==> config.mk <==
export PLATFORM = sky130hd
export DESIGN_NAME = dspdp_datapath
export DESIGN_NICKNAME = d
export VERILOG_FILES = /design/src/pkg/dspdp_pkg.sv /design/src/pkg/dspdp_shift_if.sv /design/src/rtl/dspdp_datapath.sv /design/src/rtl/dspdp_shifter.sv
export SDC_FILE = /design/constraint.sdc
export NUM_CORES = 2
export LEC_CHECK = 0
export BUFFER_PORTS_ARGS = -buffer_cell sky130_fd_sc_hd__buf_2
export CAP_MARGIN = 20
export CORE_ASPECT_RATIO = 1.2
export CORE_MARGIN = 5
export CORE_UTILIZATION = 50
export CTS_BUF_LIST = sky130_fd_sc_hd__clkbuf_16
export DETAILED_ROUTE_END_ITERATION = 8
export HOLD_SLACK_MARGIN = 0.12
export MAX_ROUTING_LAYER = met4
export PLACE_DENSITY = 0.69
export SLEW_MARGIN = 10
export SYNTH_ARGS = -nofsm -noshare
export SYNTH_HDL_FRONTEND = slang
export SYNTH_SLANG_ARGS = --single-unit
==> constraint.sdc <==
create_clock -name clock -period 19.82 [get_ports clock]
set_input_delay 0.991 -clock clock [delete_from_list [all_inputs] [get_ports clock]]
set_output_delay 0.991 -clock clock [all_outputs]
set_load 0.1 [all_outputs]
==> src/pkg/dspdp_pkg.sv <==
package dspdp_pkg;

	// ***********************************************************************
	// Working register geometry
	// ***********************************************************************

	// Number of working registers and their width.
	localparam int NUM_REGS = 8;
	localparam int REG_W = 40;
	localparam int SEL_W = 3;
	localparam int HALF_W = 16;
	localparam int EXT_W = 8;
	localparam int SHIFT_W = 6;

	// Field positions of the low, high and extension parts.
	localparam int LOW_LSB = 0;
	localparam int LOW_MSB = 15;
	localparam int HIGH_LSB = 16;
	localparam int HIGH_MSB = 31;
	localparam int EXT_LSB = 32;
	localparam int EXT_MSB = 39;

	// Values after reset.
	localparam logic [39:0] REG_RESET = 40'h00_0000_0000;
	localparam logic [15:0] STORE_RESET = 16'h0000;

	// Shift distances of the addend pre-scaler.
	localparam int PSC_SHORT = 1;
	localparam int PSC_LONG = 16;

	// Cycles from an accepted operation to its written result.
	localparam int OP_LATENCY = 1;

	// ***********************************************************************
	// Enumerations
	// ***********************************************************************

	// Operations issued by the instruction sequencer.
	typedef enum logic [3:0] {
		OP_NOP,
		OP_MAC_ADD,
		OP_MAC_SUB,
		OP_ADD,
		OP_SUB,
		OP_AND,
		OP_OR,
		OP_XOR,
		OP_MOV,
		OP_NEG,
		OP_SHL,
		OP_SRA,
		OP_SRL,
		OP_LOAD,
		OP_STORE
	} dspdp_op_e;

	// Part combinations of a working register.
	typedef enum logic [2:0] {
		PART_LOW,
		PART_HIGH,
		PART_EXT,
		PART_HL,
		PART_WHOLE
	} dspdp_part_e;

	// Addend pre-scaler settings.
	typedef enum logic [1:0] {
		PSC_NONE,
		PSC_BY1,
		PSC_BY16
	} dspdp_psc_e;

	// Barrel shifter modes.
	typedef enum logic [1:0] {
		SH_LEFT,
		SH_ARITH,
		SH_LOGIC
	} dspdp_shift_e;

endpackage

==> src/pkg/dspdp_shift_if.sv <==
`timescale 1ns/1ps
interface dspdp_shift_if;

	// Operand, distance, mode and result of the barrel shifter.
	logic [39:0] operand;
	logic [5:0] amount;
	dspdp_pkg::dspdp_shift_e mode;
	logic [39:0] result;

	// The datapath drives the request and reads the result.
	modport user (
		output operand,
		output amount,
		output mode,
		input result
	);

	// The shifter reads the request and drives the result.
	modport unit (
		input operand,
		input amount,
		input mode,
		output result
	);

endinterface

==> src/rtl/dspdp_datapath.sv <==
`timescale 1ns/1ps
module dspdp_datapath (
	// Clock and reset.
	input wire logic clock,
	input wire logic rst,
	// Operation from the instruction sequencer.
	input wire logic op_valid,
	input wire dspdp_pkg::dspdp_op_e op_code,
	input wire logic [2:0] dst_sel,
	input wire logic [2:0] src_a_sel,
	input wire logic [2:0] src_b_sel,
	input wire dspdp_pkg::dspdp_part_e part_sel,
	input wire dspdp_pkg::dspdp_psc_e prescale,
	input wire logic [5:0] shift_amt,
	// Data memory load bus.
	input wire logic [15:0] load_data,
	// Data memory store bus.
	output logic [15:0] store_data,
	output logic store_valid,
	// Result and status of the last register write.
	output logic [39:0] result,
	output logic result_valid,
	output logic flag_zero,
	output logic flag_neg
);

	// ***********************************************************************
	// Declarations
	// ***********************************************************************

	logic [39:0] bank [dspdp_pkg::NUM_REGS];
	logic [39:0] next_bank [dspdp_pkg::NUM_REGS];
	logic [39:0] opa;
	logic [39:0] opb;
	logic [39:0] opd;
	logic [15:0] mul_x;
	logic [15:0] mul_y;
	logic signed [31:0] product;
	logic [39:0] product_ext;
	logic [39:0] addend_scaled;
	logic [39:0] mac_val;
	logic [39:0] alu_val;
	logic [39:0] calc_val;
	logic [39:0] wr_val;
	logic wr_en;
	logic [15:0] next_store_data;
	logic next_store_valid;
	logic [39:0] next_result;
	logic next_result_valid;
	logic next_flag_zero;
	logic next_flag_neg;
	dspdp_shift_if shift_bus ();

	// ***********************************************************************
	// Helper functions
	// ***********************************************************************

	// Places a new value into the selected parts of an old value and keeps the rest.
	function automatic logic [39:0] merge_parts(
		input logic [39:0] old_val,
		input logic [39:0] new_val,
		input dspdp_pkg::dspdp_part_e part
	);
		logic [39:0] merged;
		merged = new_val;
		unique case (part)
			dspdp_pkg::PART_LOW: begin
				merged = {old_val[dspdp_pkg::EXT_MSB:dspdp_pkg::HIGH_LSB], new_val[dspdp_pkg::LOW_MSB:dspdp_pkg::LOW_LSB]};
			end
			dspdp_pkg::PART_HIGH: begin
				merged = {old_val[dspdp_pkg::EXT_MSB:dspdp_pkg::EXT_LSB],
					new_val[dspdp_pkg::HIGH_MSB:dspdp_pkg::HIGH_LSB],
					old_val[dspdp_pkg::LOW_MSB:dspdp_pkg::LOW_LSB]};
			end
			dspdp_pkg::PART_EXT: begin
				merged = {new_val[dspdp_pkg::EXT_MSB:dspdp_pkg::EXT_LSB], old_val[dspdp_pkg::HIGH_MSB:dspdp_pkg::LOW_LSB]};
			end
			dspdp_pkg::PART_HL: begin
				merged = {old_val[dspdp_pkg::EXT_MSB:dspdp_pkg::EXT_LSB], new_val[dspdp_pkg::HIGH_MSB:dspdp_pkg::LOW_LSB]};
			end
			default: begin
				merged = new_val;
			end
		endcase
		return merged;
	endfunction

	// Lines a 16-bit memory word up with the part it is loaded into.
	function automatic logic [39:0] align_load(
		input logic [15:0] word,
		input dspdp_pkg::dspdp_part_e part
	);
		logic [39:0] aligned;
		aligned = {{24{word[15]}}, word};
		unique case (part)
			dspdp_pkg::PART_LOW: aligned = {24'h00_0000, word};
			dspdp_pkg::PART_HIGH: aligned = {8'h00, word, 16'h0000};
			dspdp_pkg::PART_EXT: aligned = {word[7:0], 32'h0000_0000};
			dspdp_pkg::PART_HL: aligned = {{8{word[15]}}, word, 16'h0000};
			default: aligned = {{24{word[15]}}, word};
		endcase
		return aligned;
	endfunction

	// ***********************************************************************
	// Operand read and arithmetic units
	// ***********************************************************************

	// Operand reads from the working registers.
	assign opa = bank[src_a_sel];
	assign opb = bank[src_b_sel];
	assign opd = bank[dst_sel];

	// The multiplier takes the high parts of both sources as signed 16-bit values.
	assign mul_x = opa[dspdp_pkg::HIGH_MSB:dspdp_pkg::HIGH_LSB];
	assign mul_y = opb[dspdp_pkg::HIGH_MSB:dspdp_pkg::HIGH_LSB];
	assign product = $signed(mul_x) * $signed(mul_y);
	assign product_ext = {{8{product[31]}}, product};

	// The pre-scaler shifts the destination value before it is accumulated.
	always_comb begin
		unique case (prescale)
			dspdp_pkg::PSC_BY1: addend_scaled = $unsigned($signed(opd) >>> dspdp_pkg::PSC_SHORT);
			dspdp_pkg::PSC_BY16: addend_scaled = $unsigned($signed(opd) >>> dspdp_pkg::PSC_LONG);
			default: addend_scaled = opd;
		endcase
	end

	// Accumulation adds or subtracts the product; the sum wraps at 40 bits.
	assign mac_val = (op_code == dspdp_pkg::OP_MAC_SUB) ? addend_scaled - product_ext : addend_scaled + product_ext;

	// Logic/arithmetic unit on one or two 40-bit operands.
	always_comb begin
		unique case (op_code)
			dspdp_pkg::OP_ADD: alu_val = opa + opb;
			dspdp_pkg::OP_SUB: alu_val = opa - opb;
			dspdp_pkg::OP_AND: alu_val = opa & opb;
			dspdp_pkg::OP_OR: alu_val = opa | opb;
			dspdp_pkg::OP_XOR: alu_val = opa ^ opb;
			dspdp_pkg::OP_NEG: alu_val = 40'h00_0000_0000 - opa;
			default: alu_val = opa;
		endcase
	end

	// Request to the barrel shifter.
	assign shift_bus.operand = opa;
	assign shift_bus.amount = shift_amt;
	assign shift_bus.mode = (op_code == dspdp_pkg::OP_SRA) ? dspdp_pkg::SH_ARITH :
		(op_code == dspdp_pkg::OP_SRL) ? dspdp_pkg::SH_LOGIC : dspdp_pkg::SH_LEFT;

	// Barrel shifter instance.
	dspdp_shifter u_shifter (
		.sh(shift_bus)
	);

	// ***********************************************************************
	// Write-back selection
	// ***********************************************************************

	// Picks the value and parts that the accepted operation writes this cycle.
	always_comb begin
		calc_val = alu_val;
		wr_en = 1'b0;
		wr_val = opd;
		next_store_data = store_data;
		next_store_valid = 1'b0;
		if (op_valid) begin
			unique case (op_code)
				dspdp_pkg::OP_MAC_ADD, dspdp_pkg::OP_MAC_SUB: begin
					calc_val = mac_val;
					wr_en = 1'b1;
				end
				dspdp_pkg::OP_SHL, dspdp_pkg::OP_SRA, dspdp_pkg::OP_SRL: begin
					calc_val = shift_bus.result;
					wr_en = 1'b1;
				end
				dspdp_pkg::OP_LOAD: begin
					calc_val = align_load(load_data, part_sel);
					wr_en = 1'b1;
				end
				dspdp_pkg::OP_STORE: begin
					next_store_valid = 1'b1;
					unique case (part_sel)
						dspdp_pkg::PART_HIGH, dspdp_pkg::PART_HL: begin
							next_store_data = opa[dspdp_pkg::HIGH_MSB:dspdp_pkg::HIGH_LSB];
						end
						dspdp_pkg::PART_EXT: begin
							next_store_data = {{8{opa[dspdp_pkg::EXT_MSB]}}, opa[dspdp_pkg::EXT_MSB:dspdp_pkg::EXT_LSB]};
						end
						default: begin
							next_store_data = opa[dspdp_pkg::LOW_MSB:dspdp_pkg::LOW_LSB];
						end
					endcase
				end
				dspdp_pkg::OP_NOP: begin
					wr_en = 1'b0;
				end
				default: begin
					calc_val = alu_val;
					wr_en = 1'b1;
				end
			endcase
		end
		if (wr_en) begin
			wr_val = merge_parts(opd, calc_val, part_sel);
		end
	end

	// Next result and status flags follow every register write.
	always_comb begin
		next_result = result;
		next_result_valid = wr_en;
		next_flag_zero = flag_zero;
		next_flag_neg = flag_neg;
		if (wr_en) begin
			next_result = wr_val;
			next_flag_zero = (wr_val == 40'h00_0000_0000);
			next_flag_neg = wr_val[dspdp_pkg::EXT_MSB];
		end
	end

	// ***********************************************************************
	// Working register bank
	// ***********************************************************************

	// Each register takes the write value when it is the destination.
	for (genvar i = 0; i < dspdp_pkg::NUM_REGS; i++) begin : g_bank
		always_comb begin
			next_bank[i] = (wr_en && (dst_sel == 3'(i))) ? wr_val : bank[i];
		end
	end

	// Registers the bank and outputs at the edge that ends the operation cycle.
	always_ff @(posedge clock) begin
		if (rst) begin
			for (int j = 0; j < dspdp_pkg::NUM_REGS; j++) begin
				bank[j] <= dspdp_pkg::REG_RESET;
			end
			store_data <= dspdp_pkg::STORE_RESET;
			store_valid <= 1'b0;
			result <= dspdp_pkg::REG_RESET;
			result_valid <= 1'b0;
			flag_zero <= 1'b0;
			flag_neg <= 1'b0;
		end else begin
			bank <= next_bank;
			store_data <= next_store_data;
			store_valid <= next_store_valid;
			result <= next_result;
			result_valid <= next_result_valid;
			flag_zero <= next_flag_zero;
			flag_neg <= next_flag_neg;
		end
	end
endmodule

==> src/rtl/dspdp_shifter.sv <==
`timescale 1ns/1ps
module dspdp_shifter (
	// Shift request and result.
	dspdp_shift_if.unit sh
);

	// ***********************************************************************
	// Barrel shifter
	// ***********************************************************************

	// Shifts the 40-bit operand by any distance; distances of 40 or more empty it, except an arithmetic shift of a negative operand, which gives all ones.
	always_comb begin
		unique case (sh.mode)
			dspdp_pkg::SH_LEFT: begin
				sh.result = sh.operand << sh.amount;
			end
			dspdp_pkg::SH_ARITH: begin
				sh.result = $unsigned($signed(sh.operand) >>> sh.amount);
			end
			dspdp_pkg::SH_LOGIC: begin
				sh.result = sh.operand >> sh.amount;
			end
			default: begin
				sh.result = sh.operand;
			end
		endcase
	end

endmodule

; ---- Word-level counts from Yosys, hierarchy flattened
; Cells that the tools add are included.
[word_totals]
elab_cells = 103
inputBits = 43
regBits = 380
[op_classes]
n_eq_ne = 27
n_reduce_logical = 19
n_mux = 24
addsub = 5
shifts = 3
bitwise = 7
mul = 1
order_cmp = 3
[op_table]
columns = op, count
row1 = $bmux 40 s3, 3
row2 = $mux 40, 9
row3 = $pmux 40 s4, 2
row4 = $pmux 40 s3, 2
row5 = $pmux 40 s6, 1
row6 = $add 40x40->40, 2
row7 = $sub 40x40->40, 2
row8 = $pmux 39 s2, 1
row9 = $and 40x40->40, 1
row10 = $logic_not 40->1, 1
row11 = $or 40x40->40, 1
row12 = $shl 40x6->40, 1
row13 = $shr 40x6->40, 1
row14 = $sshr 40x6->40, 1
row15 = $sub 1x40->40 const A, 1
row16 = $xor 40x40->40, 1
row17 = $mul 16x16->32, 1
row18 = $pmux 16 s2, 1
row19 = $eq 4x4->1 const B, 6
row20 = $eq 4x3->1 const B, 4
row21 = $eq 3x2->1 const B, 4
row22 = $eq 3x3->1 const B, 4
row23 = $ge 4x4->1 const B, 3
row24 = $not 3->4, 3
row25 = 15 further kinds, 33

; ---- Depth between registers and ports, before layout
[depth]
depth_word = 12
ltp_mapped = 49
depth_no_buf = 44

; ---- By module
; From an unflattened synthesis, not the netlist that was laid out.
[unflattened]
cells_unflattened = 6344
area_unflattened_um2 = 50826.2
[by_module_without_submodules]
columns = mod, instances, seq_area_each_um2, cells_each, area_each_um2
row1 = dspdp_datapath, 1, 7587.3, 5518, 44616.5
row2 = dspdp_shifter, 1, 0.0, 826, 6209.7

; ---- Worst setup path before layout
; No wires, ideal clock.
[synth_path]
path_type = input -> register
from = in src_b_sel[1]
to = reg bank[119] (netlist name)
path_stages = 46
setup_ps = 91
setup_slack_ps = 7333
path_buffers = 7
t_required_ps = 19729
t_arrival_ps = 12396
cell_sequence = buf_4 > buf_4 > buf_4 > buf_2 > buf_2 > mux4_2 > mux2i_1 > inv_1 > clkbuf_1 > nand2_1 > inv_1 > fa_1 > fa_1 > fa_1 > fa_1 > fa_1 > inv_1 > fa_1 > (+10 left out) > nand3_1 > nor4_1 > o21a_1 > nor2_1 > ha_1 > nand2_1 > nor2_1 > nand2_1 > a2111oi_0 > nor4_1 > o31ai_1 > a2111o_1 > nand4_1 > or4_1 > o221a_2 > nand2_1 > nand3_2 > a311oi_1
[synth_via]
elab_chain_len = 11
[synth_rtl]
columns = item, line_no
row1 = "start, declared", dspdp_datapath.sv:11  ; input wire logic [2:0] src_b_sel,
row2 = $not 3->4 (implied by the code) *, dspdp_datapath.sv:111  ; assign opb = bank[src_b_sel];
row3 = $bmux 40 s3 *, dspdp_datapath.sv:111
row4 = $mux 40 (implied by the code) * (2 in series), dspdp_datapath.sv:111
row5 = $mul 16x16->32, dspdp_datapath.sv:117  ; assign product = $signed(mul_x) * $signed(mul_y);
row6 = $add 40x40->40 or $sub 40x40->40 (tied branches), dspdp_datapath.sv:130  ; assign mac_val = (op_code == dspdp_pkg::OP_MAC_SUB) ? addend_scaled - product_ext : addend_scaled + product_ex ...
row7 = $mux 40, dspdp_datapath.sv:130
row8 = $pmux 40 s3, dspdp_datapath.sv:168  ; unique case (op_code)
row9 = $mux 40 *, dspdp_datapath.sv:167  ; if (op_valid) begin
row10 = $pmux 40 s4 *, dspdp_datapath.sv:66  ; unique case (part)
row11 = $mux 40 *, dspdp_datapath.sv:204  ; if (wr_en) begin
row12 = "end signal, assigned by index", dspdp_datapath.sv:237  ; bank[j] <= dspdp_pkg::REG_RESET;
row13 = "end signal, assigned", dspdp_datapath.sv:246  ; bank <= next_bank;
row14 = "end, declared", dspdp_datapath.sv:31  ; logic [39:0] bank [dspdp_pkg::NUM_REGS];
; Mark *: on every way between the ends. The rest lies on a longest branch, timed or not. The select of a mux whose other input is x is not followed.
; A chain may end at the register's enable or synchronous reset.

; ---- Worst setup path in the final report
[layout_path]
from = in src_a_sel[2]
to = reg bank[79] (netlist name)
[layout_via]
elab_chain_len = 11
[layout_rtl]
columns = item, line_no
row1 = "start, declared", dspdp_datapath.sv:10  ; input wire logic [2:0] src_a_sel,
row2 = $not 3->4 (implied by the code) *, dspdp_datapath.sv:110  ; assign opa = bank[src_a_sel];
row3 = $bmux 40 s3 *, dspdp_datapath.sv:110
row4 = $mux 40 (implied by the code) * (2 in series), dspdp_datapath.sv:110
row5 = $mul 16x16->32, dspdp_datapath.sv:117
row6 = $add 40x40->40 or $sub 40x40->40 (tied branches), dspdp_datapath.sv:130
row7 = $mux 40, dspdp_datapath.sv:130
row8 = $pmux 40 s3, dspdp_datapath.sv:168
row9 = $mux 40 *, dspdp_datapath.sv:167
row10 = $pmux 40 s4 *, dspdp_datapath.sv:66
row11 = $mux 40 *, dspdp_datapath.sv:204
; Marked as above.

==> results.json <==
{
  "status": "finished with violations",
  "violations": "DRC, slew limit",
  "cts_tree": "yes",
  "ff2ff_setup_slack_ps": 6110,
  "die_width_um": 298,
  "wl_per_cell_um": 40.2,
  "p_per_area_nw_per_um2": 69.2,
  "via_count": 56000,
  "dp_hpwl_um": 226000,
  "dp.cells": 7272,
  "p_comb_share_pct": 57.8,
  "synthMuxAreaShare_pct": 17.2,
  "syn_avg_cell_area_um2": 8.11,
  "max_slew_margin_pct": -1.04,
  "cts.repair.resized": 0,
  "grtUsageTotal_pct": 55.5,
  "holdPathStages": 2,
  "synth_common_cells": "nor2_1, nand2_1, inv_1",
  "synth_fa_ha_area_share_pct": 16.9,
  "worst-path-max-fanout": 53,
  "ant_nets": 0,
  "min_to": "store_data[4]",
  "clk_path_buf_depth": 3,
  "grt-ovfl-total": 0,
  "setup_viol": 0,
  "post-cts-setup-buffers": 0,
  "grt_pass1_vias": 53200,
  "io_buffers": 102,
  "synth_ff_type": "dfxtp_1",
  "path_class": "in2reg",
  "fin_util_pct": 54.0,
  "gp_congestion": 1.21,
  "die_h_um": 356,
  "endpoint_kind": "register",
  "p_leak_nw": 21.8,
  "hold_ws_ps": 456,
  "placed_cell_area_um2": 51700,
  "firstDrtPassIters": 9,
  "path_clk_slew_ps": 80,
  "drcViolationCount": 4,
  "regArea_um2": 7590,
  "h-tree-depth": 2,
  "multi_input_area_um2": 38600,
  "synth.yosys.seq_area_share_pct": 15.2,
  "routed_wl_um": 297000,
  "hp-start": "store_data[4]",
  "start_kind": "primary input",
  "hold_violations": 0,
  "slowest_stage": "clkinv_1",
  "ioPinCount": 103,
  "grt_pass1_wl_um": 410000,
  "yosys.area_share.xor_xnor_pct": 2.73,
  "layout_min_cycle_time_ps": 15140,
  "r2r-start": "bank[24]",
  "fin_cells": 7392,
  "rr_worst_depth": 40,
  "syn-instance-count": 6139,
  "synth_top_cell_by_area": "dfxtp_1",
  "area_delta_synth_final_pct": 6.86,
  "nets": 6604,
  "slew_viol_final": 1,
  "hold_buffers": 0,
  "arrival_ps": 15660,
  "p_sw_mw": 1.87,
  "clk_latency_ps": 640,
  "cts_buffers": 38,
  "max_cap_violations": 0,
  "drive_gt1_share_pct": 13.8,
  "synth_fp_nets": 6696,
  "ys_ff_latch": 379,
  "synth_enable_flop_cells": 0,
  "r2r-end": "bank[79]",
  "via_per_inst": 7.58,
  "fmax_mhz": 66.1,
  "yosys.area_share.simple_pct": 18.7,
  "rows": 126,
  "synth_compound_area_share_pct": 21.6,
  "p_int_mw": 1.81,
  "worst_path_largest_cell_delay_ps": 1050,
  "layout_setup_ws_ps": 4680,
  "synth_top_area_share_pct": 15.2,
  "synthTopCellsByArea": "dfxtp_1, fa_1, mux4_2",
  "rsz0062_at_grt": "no",
  "clock_power_share_pct": 20.0,
  "start_util_pct": 50.5,
  "hold_class": "reg2reg",
  "synth.distinct_cells": 117,
  "cp.required_ps": 20340,
  "synth_top_family_by_area": "compound AO/OA/AOI/OAI gates",
  "grt_antenna_before_repair": 33,
  "p_sw_share_pct": 50.9,
  "worstMarginPinSlew_ps": 1520,
  "fin_area_um2": 53200,
  "irDropWorstVdd_mv": 0.100,
  "power.total_mw": 3.68,
  "skew_ps": 24.9,
  "finalCritPeriodShare_pct": 76.4,
  "share_seq_of_total_power_pct": 22.2,
  "yosysWarnings": 0,
  "cts-root-buf": "clkbuf_16",
  "fp.coreArea_um2": 98500,
  "setup_tns_ps": 0,
  "async_reset_ff_share_pct": 0,
  "cts.sinks": 379,
  "cpMostUsedCell": "fa_1",
  "grt_max_degree": 92,
  "crit_start": "src_a_sel[2]",
  "fillCellCount": 9100,
  "pre_cts_slack_ps": 4530,
  "synth.cell_area_um2": 49800,
  "first_iter_violations": 9808,
  "die_area_um2": 106000,
  "yosysMostFrequentCell": "nor2_1"
}
critical path, delay by kind of cell:
| family | cells | cell delay (ps) |
|---|---|---|
| compound gates | 10 | 3700 |
| xor+xnor | 1 | 230 |
| fa+ha+maj | 8 | 3760 |
| buf+inv | 7 | 2600 |
| mux | 1 | 270 |
| simple gates | 15 | 3980 |
kinds of logic (layout without fill, tap and decap cells):
group	after synthesis	after routing
AND/OR/NAND/NOR	2081	2081
AO/OA/AOI/OAI	1530	1530
buffers and inverters	920	858
multiplexers	560	560
adder cells (fa/ha/maj)	514	514
flip-flops	379	379
XOR/XNOR	155	155
other	0	35
power by group through the flow:
| stage | clock, mW | combinational [mW] | sequential, mW |
|---|---|---|---|
| after floorplan | 0 | 1.19 | 0.884 |
| after global placement | 0 | 1.96 | 0.832 |
| after detailed placement | 0 | 1.99 | 0.834 |
| after CTS | 0.732 | 2.00 | 0.817 |
| after global routing | 0.767 | 2.17 | 0.821 |
| final | 0.735 | 2.13 | 0.819 |
final cells by class:
cell class                      count  area share, %
Multi-Input combinational cell   4840           72.7
Sequential cell                   379           14.3
Timing Repair Buffer              337           4.42
Inverter                          451           3.18
Tap cell                         1280           3.01
Clock buffer                       38           1.79
Clock inverter                     32          0.482
Antenna cell                       35          0.165
layer usage:
layer	track usage [%]	vias up	wire length [um]
met3	20.3	1907	39900
met4	53.0	0	40200
met2	78.9	5097	121000
met5	-	-	0
met1	59.3	26800	95300
li1	-	22200	-
layout by cell type (no fill, tap or decap), types with 36 or more instances in the layout:
cell       netlist  routed
a211oi_1       216     216
a21o_1          51      51
a21oi_1        293     291
a221oi_1        40      39
a22oi_1        135     135
a311oi_1        41      41
a31oi_1         56      55
and2_1          42      42
buf_2           52      97
buf_4           24     229
clkbuf_16        0      38
dfxtp_1        379     379
fa_1           264     264
ha_1           250     249
inv_1          433     440
mux2_2          94      94
mux2i_1        235     221
mux4_2         223     223
nand2_1        523     522
nand2b_1        37      36
nand3_1        154     154
nand4_1         45      45
nor2_1         855     845
nor3_1         207     201
o21a_1          39      39
o21ai_0        220     218
o221ai_1        38      38
o22ai_1         40      40
xnor2_1        107     107
xor2_1          48      48
registers in the layout (all words and copies together) (netlist names):
register	flops
bank	320
result	40
store_data	16
flag_zero	1
result_valid	1
store_valid	1
worst max-delay path by stage:
stage / end / slack [ps]
finish: bank[79] / 4680
global route: bank[119] / 4060
CTS: bank[79] / 5130
detailed placement: bank[319] / 4530
global placement: bank[199] / 4880
floorplan: bank[119] / 7330
Power figures use the tool's default switching activity.
